<file path="src/common/led_ctl_pkg.sv">
`default_nettype none
package led_ctl_pkg;
  localparam logic [3:0]  ADDR_SETTINGS  = 4'h0;
  localparam logic [3:0]  ADDR_PULSE_EN  = 4'h4;
  localparam logic [15:0] SETTINGS_RST   = 16'h0000;
  localparam int          DUTY_LSB       = 8;
  localparam logic [7:0]  DUTY_MAX       = 8'hC6;
  localparam logic [7:0]  PWM_PERIOD     = 8'hC8;
  localparam int          P1_EN_BIT      = 7;
  localparam int          P0_EN_BIT      = 6;
  localparam int          RATE_LSB       = 3;
  localparam int          SEL_LSB        = 1;
  localparam int          SWAP_BIT       = 0;
  localparam logic [2:0]  RATE_BASIC     = 3'h7;
  localparam int          CLK_HZ         = 100_000_000;
  localparam int          PWM_HZ         = 200;
  // pwm slot: 200 slots per pulse period of 1/PWM_HZ
  localparam int          SLOT_CYC       = CLK_HZ / (PWM_HZ * 200);
  localparam int          FRAME_BITS     = 16;
  localparam int          BASIC_HZ       = 2500;
  typedef struct packed {
    logic [7:0] duty;
    logic       p1_en;
    logic       p0_en;
    logic [2:0] rate;
    logic [1:0] sel;
    logic       swap;
  } settings_s;
endpackage
`default_nettype wire

</file>
<file path="src/rtl/led_ctl.sv">
// Chosen here: register access over AXI4-Lite and the address map.
`timescale 1ns/1ps
`default_nettype none
module led_ctl #(
  parameter int CLK_HZ = led_ctl_pkg::CLK_HZ
) (
  input  wire logic        CORE_CLK,     // 100 MHz
  input  wire logic        SYS_RST,      // sync, active high
  input  wire logic [3:0]  AWADDR,       // write address
  input  wire logic        AWVALID,      // write address valid
  output logic             AWREADY,      // write address ready
  input  wire logic [31:0] WDATA,        // write data
  input  wire logic [3:0]  WSTRB,        // byte enables
  input  wire logic        WVALID,       // write data valid
  output logic             WREADY,       // write data ready
  output logic [1:0]       BRESP,        // write response
  output logic             BVALID,       // response valid
  input  wire logic        BREADY,       // response ready
  input  wire logic [3:0]  ARADDR,       // read address
  input  wire logic        ARVALID,      // read address valid
  output logic             ARREADY,      // read address ready
  output logic [31:0]      RDATA,        // read data
  output logic [1:0]       RRESP,        // read response
  output logic             RVALID,       // read valid
  input  wire logic        RREADY,       // read ready
  input  wire logic [15:0] LED_IND,      // 4 leds x 4 ports, from phys
  output logic [15:0]      LED_OUT,      // parallel led pins
  output logic             SER_CLK,      // serial led clock
  output logic             SER_DATA,     // serial led data
  output logic             SER_LOAD      // frame latch strobe
);
  led_ctl_pkg::settings_s cfg;
  logic [15:0] set_r;
  logic        pen_r;
  logic        aw_r, w_r;
  logic [3:0]  awa_r;
  logic [15:0] wd_r;
  logic [1:0]  wbe_r;
  assign cfg = led_ctl_pkg::settings_s'(set_r);

  // write: take address and data in either order, answer once both held
  assign AWREADY = !aw_r && !BVALID;
  assign WREADY  = !w_r && !BVALID;
  wire do_wr = aw_r && w_r && !BVALID;
  wire wr_set = awa_r == led_ctl_pkg::ADDR_SETTINGS;
  wire wr_pen = awa_r == led_ctl_pkg::ADDR_PULSE_EN;
  wire [15:0] set_wr = {wbe_r[1] ? wd_r[15:8] : set_r[15:8],
                        wbe_r[0] ? wd_r[7:0] : set_r[7:0]};
  always_ff @(posedge CORE_CLK) begin
    if (SYS_RST) begin
      aw_r <= 1'b0; w_r <= 1'b0; awa_r <= 4'h0; wd_r <= 16'h0000;
      wbe_r <= 2'h0; BVALID <= 1'b0; BRESP <= 2'h0;
      set_r <= led_ctl_pkg::SETTINGS_RST; pen_r <= 1'b0;
    end else begin
      if (AWVALID && AWREADY) begin
        aw_r <= 1'b1; awa_r <= AWADDR;
      end
      if (WVALID && WREADY) begin
        w_r <= 1'b1; wd_r <= WDATA[15:0]; wbe_r <= WSTRB[1:0];
      end
      if (do_wr) begin
        aw_r <= 1'b0; w_r <= 1'b0; BVALID <= 1'b1;
        BRESP <= (wr_set || wr_pen) ? 2'h0 : 2'h2;
        if (wr_set)
          set_r <= set_wr;
        if (wr_pen && wbe_r[0])
          pen_r <= wd_r[0];
      end
      if (BVALID && BREADY)
        BVALID <= 1'b0;
    end
  end

  assign ARREADY = !RVALID;
  wire rd_set = ARADDR == led_ctl_pkg::ADDR_SETTINGS;
  wire rd_pen = ARADDR == led_ctl_pkg::ADDR_PULSE_EN;
  always_ff @(posedge CORE_CLK) begin
    if (SYS_RST) begin
      RVALID <= 1'b0; RDATA <= 32'h0000_0000; RRESP <= 2'h0;
    end else if (ARVALID && ARREADY) begin
      RVALID <= 1'b1;
      RDATA  <= rd_set ? {16'h0000, set_r} :
                rd_pen ? {31'h0, pen_r} : 32'h0000_0000;
      RRESP  <= (rd_set || rd_pen) ? 2'h0 : 2'h2;
    end else if (RVALID && RREADY)
      RVALID <= 1'b0;
  end

  // pulse pwm: 200 slots, led on for duty+1 slots
  localparam int SLOT = CLK_HZ / (led_ctl_pkg::PWM_HZ * 200);
  logic [15:0] slot_cnt_r;
  logic [7:0]  pwm_cnt_r;
  wire slot_tick = slot_cnt_r == 16'(SLOT - 1);
  always_ff @(posedge CORE_CLK) begin
    if (SYS_RST) begin
      slot_cnt_r <= 16'h0000; pwm_cnt_r <= 8'h00;
    end else begin
      slot_cnt_r <= slot_tick ? 16'h0000 : slot_cnt_r + 16'h0001;
      if (slot_tick)
        pwm_cnt_r <= (pwm_cnt_r == led_ctl_pkg::PWM_PERIOD - 8'h01) ?
                     8'h00 : pwm_cnt_r + 8'h01;
    end
  end
  // values past 198 are invalid; they saturate to always-on
  wire pwm_on = pwm_cnt_r <= cfg.duty;
  wire pulse_gate = pen_r ? pwm_on : 1'b1;

  // port swap exchanges port 0<->1 and 2<->3
  wire [15:0] ind_sw = cfg.swap ? {LED_IND[11:8], LED_IND[15:12],
                                   LED_IND[3:0], LED_IND[7:4]}
                                : LED_IND;
  wire [15:0] ind = ind_sw & {16{pulse_gate}};

  // frame rate: frame period = 16 bit slots * 2 edges each
  logic [31:0] fdiv;
  always_comb begin
    unique case (cfg.rate)
      3'h0: fdiv = 32'(CLK_HZ / (2500 * 32));
      3'h1: fdiv = 32'(CLK_HZ / (1000 * 32));
      3'h2: fdiv = 32'(CLK_HZ / (500 * 32));
      3'h3: fdiv = 32'(CLK_HZ / (250 * 32));
      3'h4: fdiv = 32'(CLK_HZ / (200 * 32));
      3'h5: fdiv = 32'(CLK_HZ / (125 * 32));
      3'h6: fdiv = 32'(CLK_HZ / (40 * 32));
      3'h7: fdiv = 32'(CLK_HZ / (led_ctl_pkg::BASIC_HZ * 32));
    endcase
  end
  logic [31:0] div_r;
  logic [4:0]  half_r;
  logic [15:0] shf_r;
  logic [4:0]  nbits_r;
  wire half_tick = div_r >= fdiv - 32'h1;
  // selection keeps only the lowest n leds of every phy
  logic [15:0] sel_ind;
  logic [4:0]  nbits;
  always_comb begin
    unique case (cfg.sel)
      2'h0: begin sel_ind = ind; nbits = 5'h10; end
      2'h1: begin
        sel_ind = {4'h0, ind[14:12], ind[10:8], ind[6:4], ind[2:0]};
        nbits = 5'h0C;
      end
      2'h2: begin
        sel_ind = {8'h00, ind[13:12], ind[9:8], ind[5:4], ind[1:0]};
        nbits = 5'h08;
      end
      2'h3: begin
        sel_ind = {12'h000, ind[12], ind[8], ind[4], ind[0]};
        nbits = 5'h04;
      end
    endcase
  end
  // basic stream: all 16 indications, no pulsing, no selection
  wire basic = cfg.rate == led_ctl_pkg::RATE_BASIC;
  always_ff @(posedge CORE_CLK) begin
    if (SYS_RST) begin
      div_r <= 32'h0; half_r <= 5'h00; shf_r <= 16'h0000;
      nbits_r <= 5'h10; SER_CLK <= 1'b0; SER_DATA <= 1'b0;
      SER_LOAD <= 1'b0;
    end else begin
      SER_LOAD <= 1'b0;
      div_r <= half_tick ? 32'h0 : div_r + 32'h1;
      if (half_tick) begin
        half_r <= half_r + 5'h01;
        SER_CLK <= half_r[0];
        if (half_r == 5'h00) begin
          shf_r   <= basic ? LED_IND : sel_ind;
          nbits_r <= basic ? 5'h10 : nbits;
        end else if (half_r[0]) begin
          SER_DATA <= shf_r[0];
          shf_r <= {1'b0, shf_r[15:1]};
        end
        if (half_r == 5'h1F)
          SER_LOAD <= 1'b1;
      end
    end
  end

  // pins with enable take the serial signals, others stay parallel
  wire [3:0] ser_pins = {SER_LOAD, SER_DATA, SER_CLK, 1'b0};
  always_ff @(posedge CORE_CLK) begin
    if (SYS_RST)
      LED_OUT <= 16'h0000;
    else begin
      LED_OUT[15:8] <= ind[15:8];
      LED_OUT[7:4]  <= cfg.p1_en ? ser_pins : ind[7:4];
      LED_OUT[3:0]  <= cfg.p0_en ? ser_pins : ind[3:0];
    end
  end
endmodule
`default_nettype wire

</file>
<file path="config.mk">
export PLATFORM = sky130hd
export DESIGN_NAME = led_ctl
export DESIGN_NICKNAME = d
export VERILOG_FILES = /design/src/common/led_ctl_pkg.sv /design/src/rtl/led_ctl.sv
export SDC_FILE = /design/constraint.sdc
export NUM_CORES = 1
export LEC_CHECK = 0
export BUFFER_PORTS_ARGS = -buffer_cell sky130_fd_sc_hd__buf_2
export CORE_AREA = 2 2 150 152
export DETAILED_ROUTE_END_ITERATION = 7
export DIE_AREA = 0 0 152 154
export PLACE_DENSITY = 0.68
export REMOVE_ABC_BUFFERS = 1
export SLEW_MARGIN = 15
export SYNTH_ARGS = -nofsm -noshare
export SYNTH_HDL_FRONTEND = slang
export SYNTH_SLANG_ARGS = --single-unit
</file>
<file path="constraint.sdc">
create_clock -name CORE_CLK -period 4.5 [get_ports CORE_CLK]
set_input_delay 0.225 -clock CORE_CLK [delete_from_list [all_inputs] [get_ports CORE_CLK]]
set_output_delay 0.225 -clock CORE_CLK [all_outputs]
set_load 0.05 [all_outputs]
</file>
======== Yosys cells after proc, flatten, opt, wreduce, memory -nomap -nowiden ========
Memory sizes are Yosys's and may differ from the RTL's. A register that Yosys moved wholly into a read port is not among the register bits.
Cells that the tools add are included.
word-level totals
  memory bits (read-only) ................. 120
  output and inout bits ................... 60
  flip-flop bits (word level) ............. 175
  logic and storage cells ................. 96
  bits of input ports ..................... 67
  memories kept ........................... 1
memory list
  name              words  bits a word  read ports  clocked after memory_dff  write ports  RTL line        text
  (name not given)  8      15           1           1                         0            led_ctl.sv:117  unique case (cfg.rate)
operators by class
  mux-type cells .......................... 18
  reduce and logical (&&, ||, !) cells .... 34
  bitwise operators ....................... 3
  $lt $le $gt $ge ......................... 2
  add/subtract/negate cells ............... 5
  eq/ne operators ......................... 9
operators with widths
  operator               count
  $mux 16                5
  $pmux 16 s4            1
  $add 32x1->32 const B  1
  $ge 32x32->1           1
  $sub 32x1->32 const B  1
  $add 16x1->16 const B  1
  $and 16x16->16         1
  $eq 16x12->1 const B   1
  $reduce_or 2->1        7
  $logic_and 1x1->1      10
  $reduce_and 3->1       3
  $add 8x1->8 const B    1
  $eq 4x3->1 const B     2
  $eq 8x8->1 const B     1
  $le 8x8->1             1
  $logic_not 4->1        2
  $mux 4                 2
  $mux 8                 1
  $mux 3                 2
  $add 5x1->5 const B    1
  $eq 5x5->1 const B     1
  $logic_not 5->1        1
  $mux 1                 5
  $eq 2x2->1 const B     2
  9 further kinds        17

======== Depth between registers and ports, before layout ========
Gate-level depths: netlist of run 1.
  word-level depth ........................ 6
  depth in mapped cells ................... 15
  mapped depth without buffers ............ 13

======== Worst setup path after synthesis of run 1 ========
No wires, ideal clock.
  path kind ............................... flip-flop to flip-flop
  start point ............................. register, netlist name fdiv[5]
  end point ............................... register SER_CLK
  path buffers ............................ 1
  period minus slack after synthesis ...... 3.610 ns
  required time ........................... 4.372 ns
  setup slack ............................. 0.890 ns
  arrival time ............................ 3.483 ns
  cell stages (with the launch flop) ...... 14
  path through ............................ dfxtp_1 -> or4_4 -> nor4_4 -> nand2_1 -> or4_1 -> ha_1 -> a211oi_1 -> o21ai_0 -> o211a_1 -> a41o_1 -> o21ai_2 -> buf_2 -> mux2i_1 -> nor2_1
between the ends
  cells in the longest elaborated chain, start to end .. 2
ends and longest elaborated chain
  item                    RTL line        text
  $sub 32x1->32           led_ctl.sv:132  wire half_tick = div_r >= fdiv - 32'h1;
  $ge 32x32->1            led_ctl.sv:132
  end signal: assignment  led_ctl.sv:165  SER_CLK <= half_r[0];
  end: declaration        led_ctl.sv:28   output logic SER_CLK,
No other way between the ends.
A chain may end at the register's enable or synchronous reset.

======== Worst setup path in the final report of run 1 ========
  start point ............................. register, netlist name fdiv[5]
  end point ............................... register shf_r[13]
between the ends
  cells in the longest elaborated chain, start to end .. 3
ends and longest elaborated chain
  item                        RTL line        text
  $sub 32x1->32               led_ctl.sv:132
  $ge 32x32->1                led_ctl.sv:132
  $reduce_and 2->1 (no line)  n/a
  end signal: assignment      led_ctl.sv:167  shf_r <= basic ? LED_IND : sel_ind;
  end signal: assignment      led_ctl.sv:171  shf_r <= {1'b0, shf_r[15:1]};
  end: declaration            led_ctl.sv:130  logic [15:0] shf_r;
No other way between the ends.

==> flow_summary.yaml, run 1 <==
run_status:
  status: "completed"
clocking:
  insertion_delay_ns: 0.43
  cts_tree: "yes"
  clock_path_buffers: 2
  cts.clk_slew.worst_paths_ns: 0.07
  cts_made_buffers: 17
  cts_root_buffer: "clkbuf_16"
  cts.repair.resized: 0
  clock-sinks: 172
  ctsHtreeMaxLevel: 4
yosys:
  async_reset_ff_share_pct: 0
  synth.avg_cell_area_um2: 8.68
  yosysWarnings: 0
  yosysUniqueCellTypes: 66
  synth_top_area_share_pct: 40.0
  synth_area_leaders: "dfxtp_1 40%, ha_1 7.7%, nor2_1 6.5%, mux2i_1 5.1%, nand2_1 3.9%"
  synth-edff-count: 0
  synthFlopType: "dfxtp_1"
  syn-cell-area_mm2: 0.00860
  synth_top_area_cell: "dfxtp_1"
  syn_inst: 991
  synth-seq-cells: 172
  synth-seq-area-share_pct: 40.0
cells_and_area:
  multi_input_area_mm2: 0.00479
  syn2layout_area_growth_pct: 14.4
  drive_gt1_share_pct: 14.4
  fill_cells: 2078
  final_nets: 1182
  diodes: 0
  ff_latch_area_mm2: 0.00344
  final_util_pct: 45.4
setup_path:
  r2r_start: "fdiv[5]$_DFF_P_"
  arrival_ns: 4.19
  slowest_delay_ns: 0.57
  cp_slowest_cell: "or4_4"
  crit_fanout: 9
  path_class: "reg -> reg"
  crit_chain: "or4_4 -> nor4_4 -> nand2_1 -> or4_1 -> ha_1 -> a211oi_1 -> o21ai_0 -> o211a_1 -> a41o_1 -> o21ai_2 -> buf_4 -> nand3_1 -> o41ai_1"
  startpoint: "fdiv[5]$_DFF_P_"
  crit_path_start_kind: "register"
  endpoint_kind: "register"
  worstPathRequired_ns: 4.82
floorplanning:
  start_util_pct: 39.7
  die-width_um: 152
  core_area_mm2: 0.0217
  pin_count: 127
  std_cell_rows: 54
  die-area_mm2: 0.0234
  die_height_um: 154
hold_path:
  hp-start: "WDATA[11]"
  hold_class: "in -> reg"
power_and_ir_drop:
  p_per_area_mw_per_mm2: 341
  p_leak_nw: 4.08
  vdd_ir_drop_max_mv: 0.323
routing:
  drt-pass1-iter-count: 5
  via_per_inst: 5.24
  via_count: 7097
  drc: 0
  drt_iter0_drc: 495
  ant_nets: 0
  wl_per_cell_um: 14.6
  wl_mm: 19.8
placement:
  place_congestion: 0.818
  hpwl_mm: 14.3
  portBuffers: 90
timing:
  hold_viol: 0
  tightest_slew_ns: 0.994
  slew_headroom_pct: 33.6
  setup_viol: 0
  period_needed_ns: 3.87
  finClkSkew_ns: 0.00925
  final.period_utilization_pct: 86.0
  slew_viol_final: 0
  final.setup.tns_ns: 0
  rsz0062_at_grt: "false"
  max_freq_mhz: 258
global_route:
  grt_max_degree: 66
  grt_pass1_vias: 6730
  antenna_found_initial: 0
  grt-ovfl-total: 0
  grt_pass1_wl_mm: 32.8
  grt_usage_pct: 16.9
job:
  maxCapViolations: 0
-- layer usage --
layer,track usage (%),wire (um),part of all wire [%],up-vias
met3,4.76,1190,6.0,27
met5,0,0,0,-
met1,21.8,9110,46,3332
met2,27.5,9180,46,156
li1,-,-,-,3582
met4,5.38,292,1.5,0
-- report_power, final --
group / total (W) / switching, W / internal [W] / leakage, nW
Sequential: 0.00157 / 0.0000216 / 0.00155 / 1.40
Clock: 0.00153 / 0.000644 / 0.000888 / 0.291
Combinational: 0.000245 / 0.000177 / 0.0000683 / 2.39
Total: 0.00335 / 0.000843 / 0.00251 / 4.08
-- Yosys cell counts (all sizes together), types with 6 or more instances --
library cell and number:
xor2 29, nor4 9, a311oi 6, or3 6, inv 31, xnor2 34
buf 31, nor3 21, clkbuf 34, and4 6, mux2i 44, a221oi 8
nand2 90, nor2 150, ha 53, a22oi 24, nand3 56, a21oi 52
o21ai 25, dfxtp 172, nand4 14, o211ai 7, and3 15
-- final cells by class --
cell class | instances | area share (%)
clock inverter | 13 | 1.81
clock buffer | 19 | 4.40
sequential | 172 | 35.0
timing repair buffer | 100 | 5.37
inverter | 31 | 1.21
tap | 280 | 3.56
multi-input combinational | 740 | 48.7
-- worst paths after layout --
| kind | to | slack, ns | cells past startpoint |
|---|---|---|---|
| max reg2reg | shf_r[13]$_SDFFE_PP0P_ | 0.63 | 13 |
| min reg2reg | wd_r[6]$_SDFFE_PP0P_ | 0.45 | 2 |
| max | shf_r[13]$_SDFFE_PP0P_ | 0.63 | 13 |
| min | wd_r[11]$_SDFFE_PP0P_ | 0.02 | 3 |
-- metrics by stage --
step | hold WS, ns | total power [W] | instance area, um2 | setup slack (ns) | instances
finish | 0.0250 | 0.00335 | 9840 | 0.630 | 1355
global route | 0.0236 | 0.00346 | 9840 | 0.338 | 1355
CTS | 0.0165 | 0.00338 | 9830 | 0.625 | 1355
detailed placement | 0.422 | 0.00185 | 9210 | 0.653 | 1322
global placement | 0.412 | 0.00185 | 9210 | 0.759 | 1322
floorplan | 0.294 | 0.00177 | 8320 | 0.203 | 943
-- cell usage in the layout (no fill, tap or decap), drive strengths merged, types with 5 or more instances in the layout --
master  instances
nand2          90
a221oi          8
conb           18
buf            99
mux2i          44
inv            37
or3             6
and3           15
nand4          14
o21ai          25
xor2           29
a311oi          6
nor4            9
dfxtp         172
o41ai           5
nand3          56
a21oi          52
clkbuf         19
nor2b           5
xnor2          34
o211ai          7
nor2          150
nor3           21
and4            6
a22oi          24
a211oi          5
ha             53
-- timing repair --
action	4_1_cts	5_1_grt
endpoints found under the setup margin	0	0
hold endpoints to repair	1	0
buffers inserted	0	0
hold buffers	1	0
-- sequential cells by signal, indices dropped and copies added (netlist names), 2 cells and up --
name,flops
shf_r,16
pwm_cnt_r,8
awa_r,4
div_r,32
cfg,16
wbe_r,2
slot_cnt_r,16
RDATA,16
fdiv,15
LED_OUT,16
half_r,5
wd_r,16
-- worst max-delay path, delay by kind of cell, from the launching register on --
family	cells	cell delay [ns]
buffers and inverters	1	0.24
and+or+nand+nor	5	1.50
AOI/OAI and AO/OA	6	1.37
adders and majority gates	1	0.32
DFF	1	0.33
-- logic make-up after synthesis --
group	Yosys count	share of synthesized area [%]
xor+xnor	63	6.42
simple gates	401	22.2
compound gates	156	12.1
flops	172	40.0
fa+ha+maj	53	7.71
other cells	1	0.0436
buf+inv	96	5.44
mux	49	6.04
No activity file was read; power rests on OpenSTA's default activity.
==> run 2, diff against run 1 <==
--- a/config.mk
+++ b/config.mk
@@ -6,10 +6,10 @@
 export NUM_CORES = 1
 export LEC_CHECK = 0
 export BUFFER_PORTS_ARGS = -buffer_cell sky130_fd_sc_hd__buf_2
-export CORE_AREA = 2 2 150 152
+export CORE_AREA = 2 2 126 128
 export DETAILED_ROUTE_END_ITERATION = 7
-export DIE_AREA = 0 0 152 154
-export PLACE_DENSITY = 0.68
+export DIE_AREA = 0 0 128 130
+export PLACE_DENSITY = 0.88
 export REMOVE_ABC_BUFFERS = 1
 export SLEW_MARGIN = 15
 export SYNTH_ARGS = -nofsm -noshare
==> run 2 against run 1 <==
Compared with the run above:
- utilization up 18 points
- global-route usage up 7.4 points
- clock power down 5%
- largest cell class unchanged
- die area down 29%
- clock skew up 0.0048 ns
- final cell count down 6.4%
- maximum frequency down 1.1%
- clock-buffer cell count down 1
- hold slack worse by 0.014 ns
- critical path depth up 1
==> flow_summary.yaml, run 2 (same netlist as run 1, synthesis figures left out) <==
run_status:
  status: "completed"
routing:
  ant_nets: 0
  drc: 0
  drt-pass1-iter-count: 6
  via_count: 7353
  wl_mm: 19.9
  wl_per_cell_um: 15.7
  drt_iter0_drc: 619
  via_per_inst: 5.80
cells_and_area:
  regMostFlops: "div_r"
  syn2layout_area_growth_pct: 12.8
  layout_commonest_cell: "dfxtp_1"
  fill_cells: 1264
  final_cell_mix: "172 x dfxtp_1, 150 x nor2_1, 90 x buf_2"
  final_nets: 1183
  drive_gt1_share_pct: 14.6
  stdcell_area_mm2: 0.00970
  largest_register_ffs: 32
  diodes: 0
floorplanning:
  pin_count: 127
  die-area_mm2: 0.0166
  die-width_um: 128
  die_height_um: 130
  core_area_mm2: 0.0154
  std_cell_rows: 46
  start_util_pct: 55.8
setup_path:
  r2r_start: "fdiv[5]$_DFF_P_"
  arrival_ns: 4.28
  worstPathRequired_ns: 4.87
  crit_fanout: 31
  ff2ff_path_depth: 14
  endpoint_kind: "register"
  r2r_setup_slack_ns: 0.59
  startpoint: "fdiv[5]$_DFF_P_"
  path_class: "reg -> reg"
  critical_path.reg2reg.endpoint: "div_r[29]$_SDFF_PP0_"
  crit_path_start_kind: "register"
clocking:
  post-cts-setup-buffers: 0
  cts.clk_slew.worst_paths_ns: 0.07
  insertion_delay_ns: 0.44
  cts_made_buffers: 17
  cts_tree: "yes"
  ctsHoldBuffers: 1
  ctsHtreeMaxLevel: 4
  cts_root_buffer: "clkbuf_16"
  cts.repair.resized: 0
  clock-sinks: 172
  clock_path_buffers: 2
power_and_ir_drop:
  power_frac_clock_pct: 44.4
  p_per_area_mw_per_mm2: 337
  vdd_ir_drop_max_mv: 0.303
  p_seq_share_pct: 48.1
  intPower_w: 0.00241
  p_leak_nw: 4.07
  switching_share_pct: 26.5
  switching_power_w: 0.000867
  pwr-share-comb_pct: 7.6
placement:
  place_congestion: 0.861
  portBuffers: 90
  hpwl_mm: 13.7
  dpl-instance-area_mm2: 0.00910
timing:
  final.period_utilization_pct: 87.0
  tightest_slew_ns: 1.13
  final.setup.tns_ns: 0
  hold_viol: 0
  setup_viol: 0
  max_freq_mhz: 256
  slew_viol_final: 0
  slew_headroom_pct: 24.1
  period_needed_ns: 3.91
  finClkSkew_ns: 0.0140
  rsz0062_at_grt: "false"
hold_path:
  hold_class: "in -> reg"
  holdPathEnd: "wd_r[4]$_SDFFE_PP0P_"
  hold_depth: 3
  hp-start: "WDATA[4]"
global_route:
  grt_pass1_wl_mm: 32.5
  grt_max_degree: 49
  grt-ovfl-total: 0
  grt_usage_pct: 24.3
  antenna_found_initial: 1
  grt_pass1_vias: 6922
job:
  maxCapViolations: 0
[run 2: cell count changes in the layout (fill, tap and decap cells not counted), sizes merged]
cell / before / now
buf: 99 / 100
bufinv: 3 / 1
clkbuf: 19 / 18
clkinv: 2 / 3
inv: 37 / 39
[run 2: area by class of cell]
| class | count | area, um2 | area share, % |
|---|---|---|---|
| multi-input combinational | 740 | 4780 | 49.3 |
| sequential | 172 | 3440 | 35.5 |
| timing repair buffer | 101 | 536 | 5.52 |
| clock buffer | 18 | 429 | 4.42 |
| tap | 192 | 240 | 2.48 |
| clock inverter | 14 | 153 | 1.57 |
| inverter | 31 | 119 | 1.23 |
[run 2: routing by layer]
layer	vias to the layer above	global-route usage, %	share of wire (%)
met3	42	6.48	7.1
met5	-	0	0
li1	3590	-	-
met1	3441	29.3	42
met4	0	8.79	1.9
met2	280	42.1	49
[run 2: through the flow]
step | utilization (%) | power, W | hold slack [ns] | instances | worst slack, ns
6_report | 62.9 | 0.00327 | 0.0114 | 1268 | 0.587
5_1_grt | 62.9 | 0.00337 | 0.0193 | 1268 | 0.375
4_1_cts | 62.9 | 0.00328 | 0.00712 | 1268 | 0.572
3_5_place_dp | 59.0 | 0.00185 | 0.417 | 1235 | 0.607
3_3_place_gp | 59.0 | 0.00184 | 0.410 | 1235 | 0.791
2_1_floorplan | - | 0.00177 | 0.294 | 943 | 0.203
[run 2: worst max path at each step]
stage	to	slack (ns)	depth (start not counted)
2_1_floorplan	div_r[10]$_SDFF_PP0_	0.20	11
3_3_place_gp	div_r[27]$_SDFF_PP0_	0.79	14
3_5_place_dp	div_r[29]$_SDFF_PP0_	0.61	14
4_1_cts	div_r[29]$_SDFF_PP0_	0.57	14
5_1_grt	div_r[24]$_SDFF_PP0_	0.38	14
6_report	div_r[29]$_SDFF_PP0_	0.59	14
[run 2: power by group through the flow]
stage               sequential, W  combinational, W  clock [W]
detailed placement        0.00161          0.000242          0
finish                    0.00157          0.000247    0.00145
CTS                       0.00157          0.000245    0.00146
floorplan                 0.00164          0.000126          0
global route              0.00158          0.000268    0.00153
global placement          0.00161          0.000237          0
[run 2: critical path, stage by stage, from the launching register on]
cell	delay (ns)
dfxtp_1	0.32
or4_4	0.57
nor4_4	0.19
nand2_1	0.16
or4_1	0.52
ha_1	0.33
a211oi_1	0.27
o21ai_0	0.14
o211a_1	0.22
a41o_1	0.27
o21ai_2	0.13
buf_4	0.23
nand2_1	0.07
buf_4	0.26
nor2_1	0.15
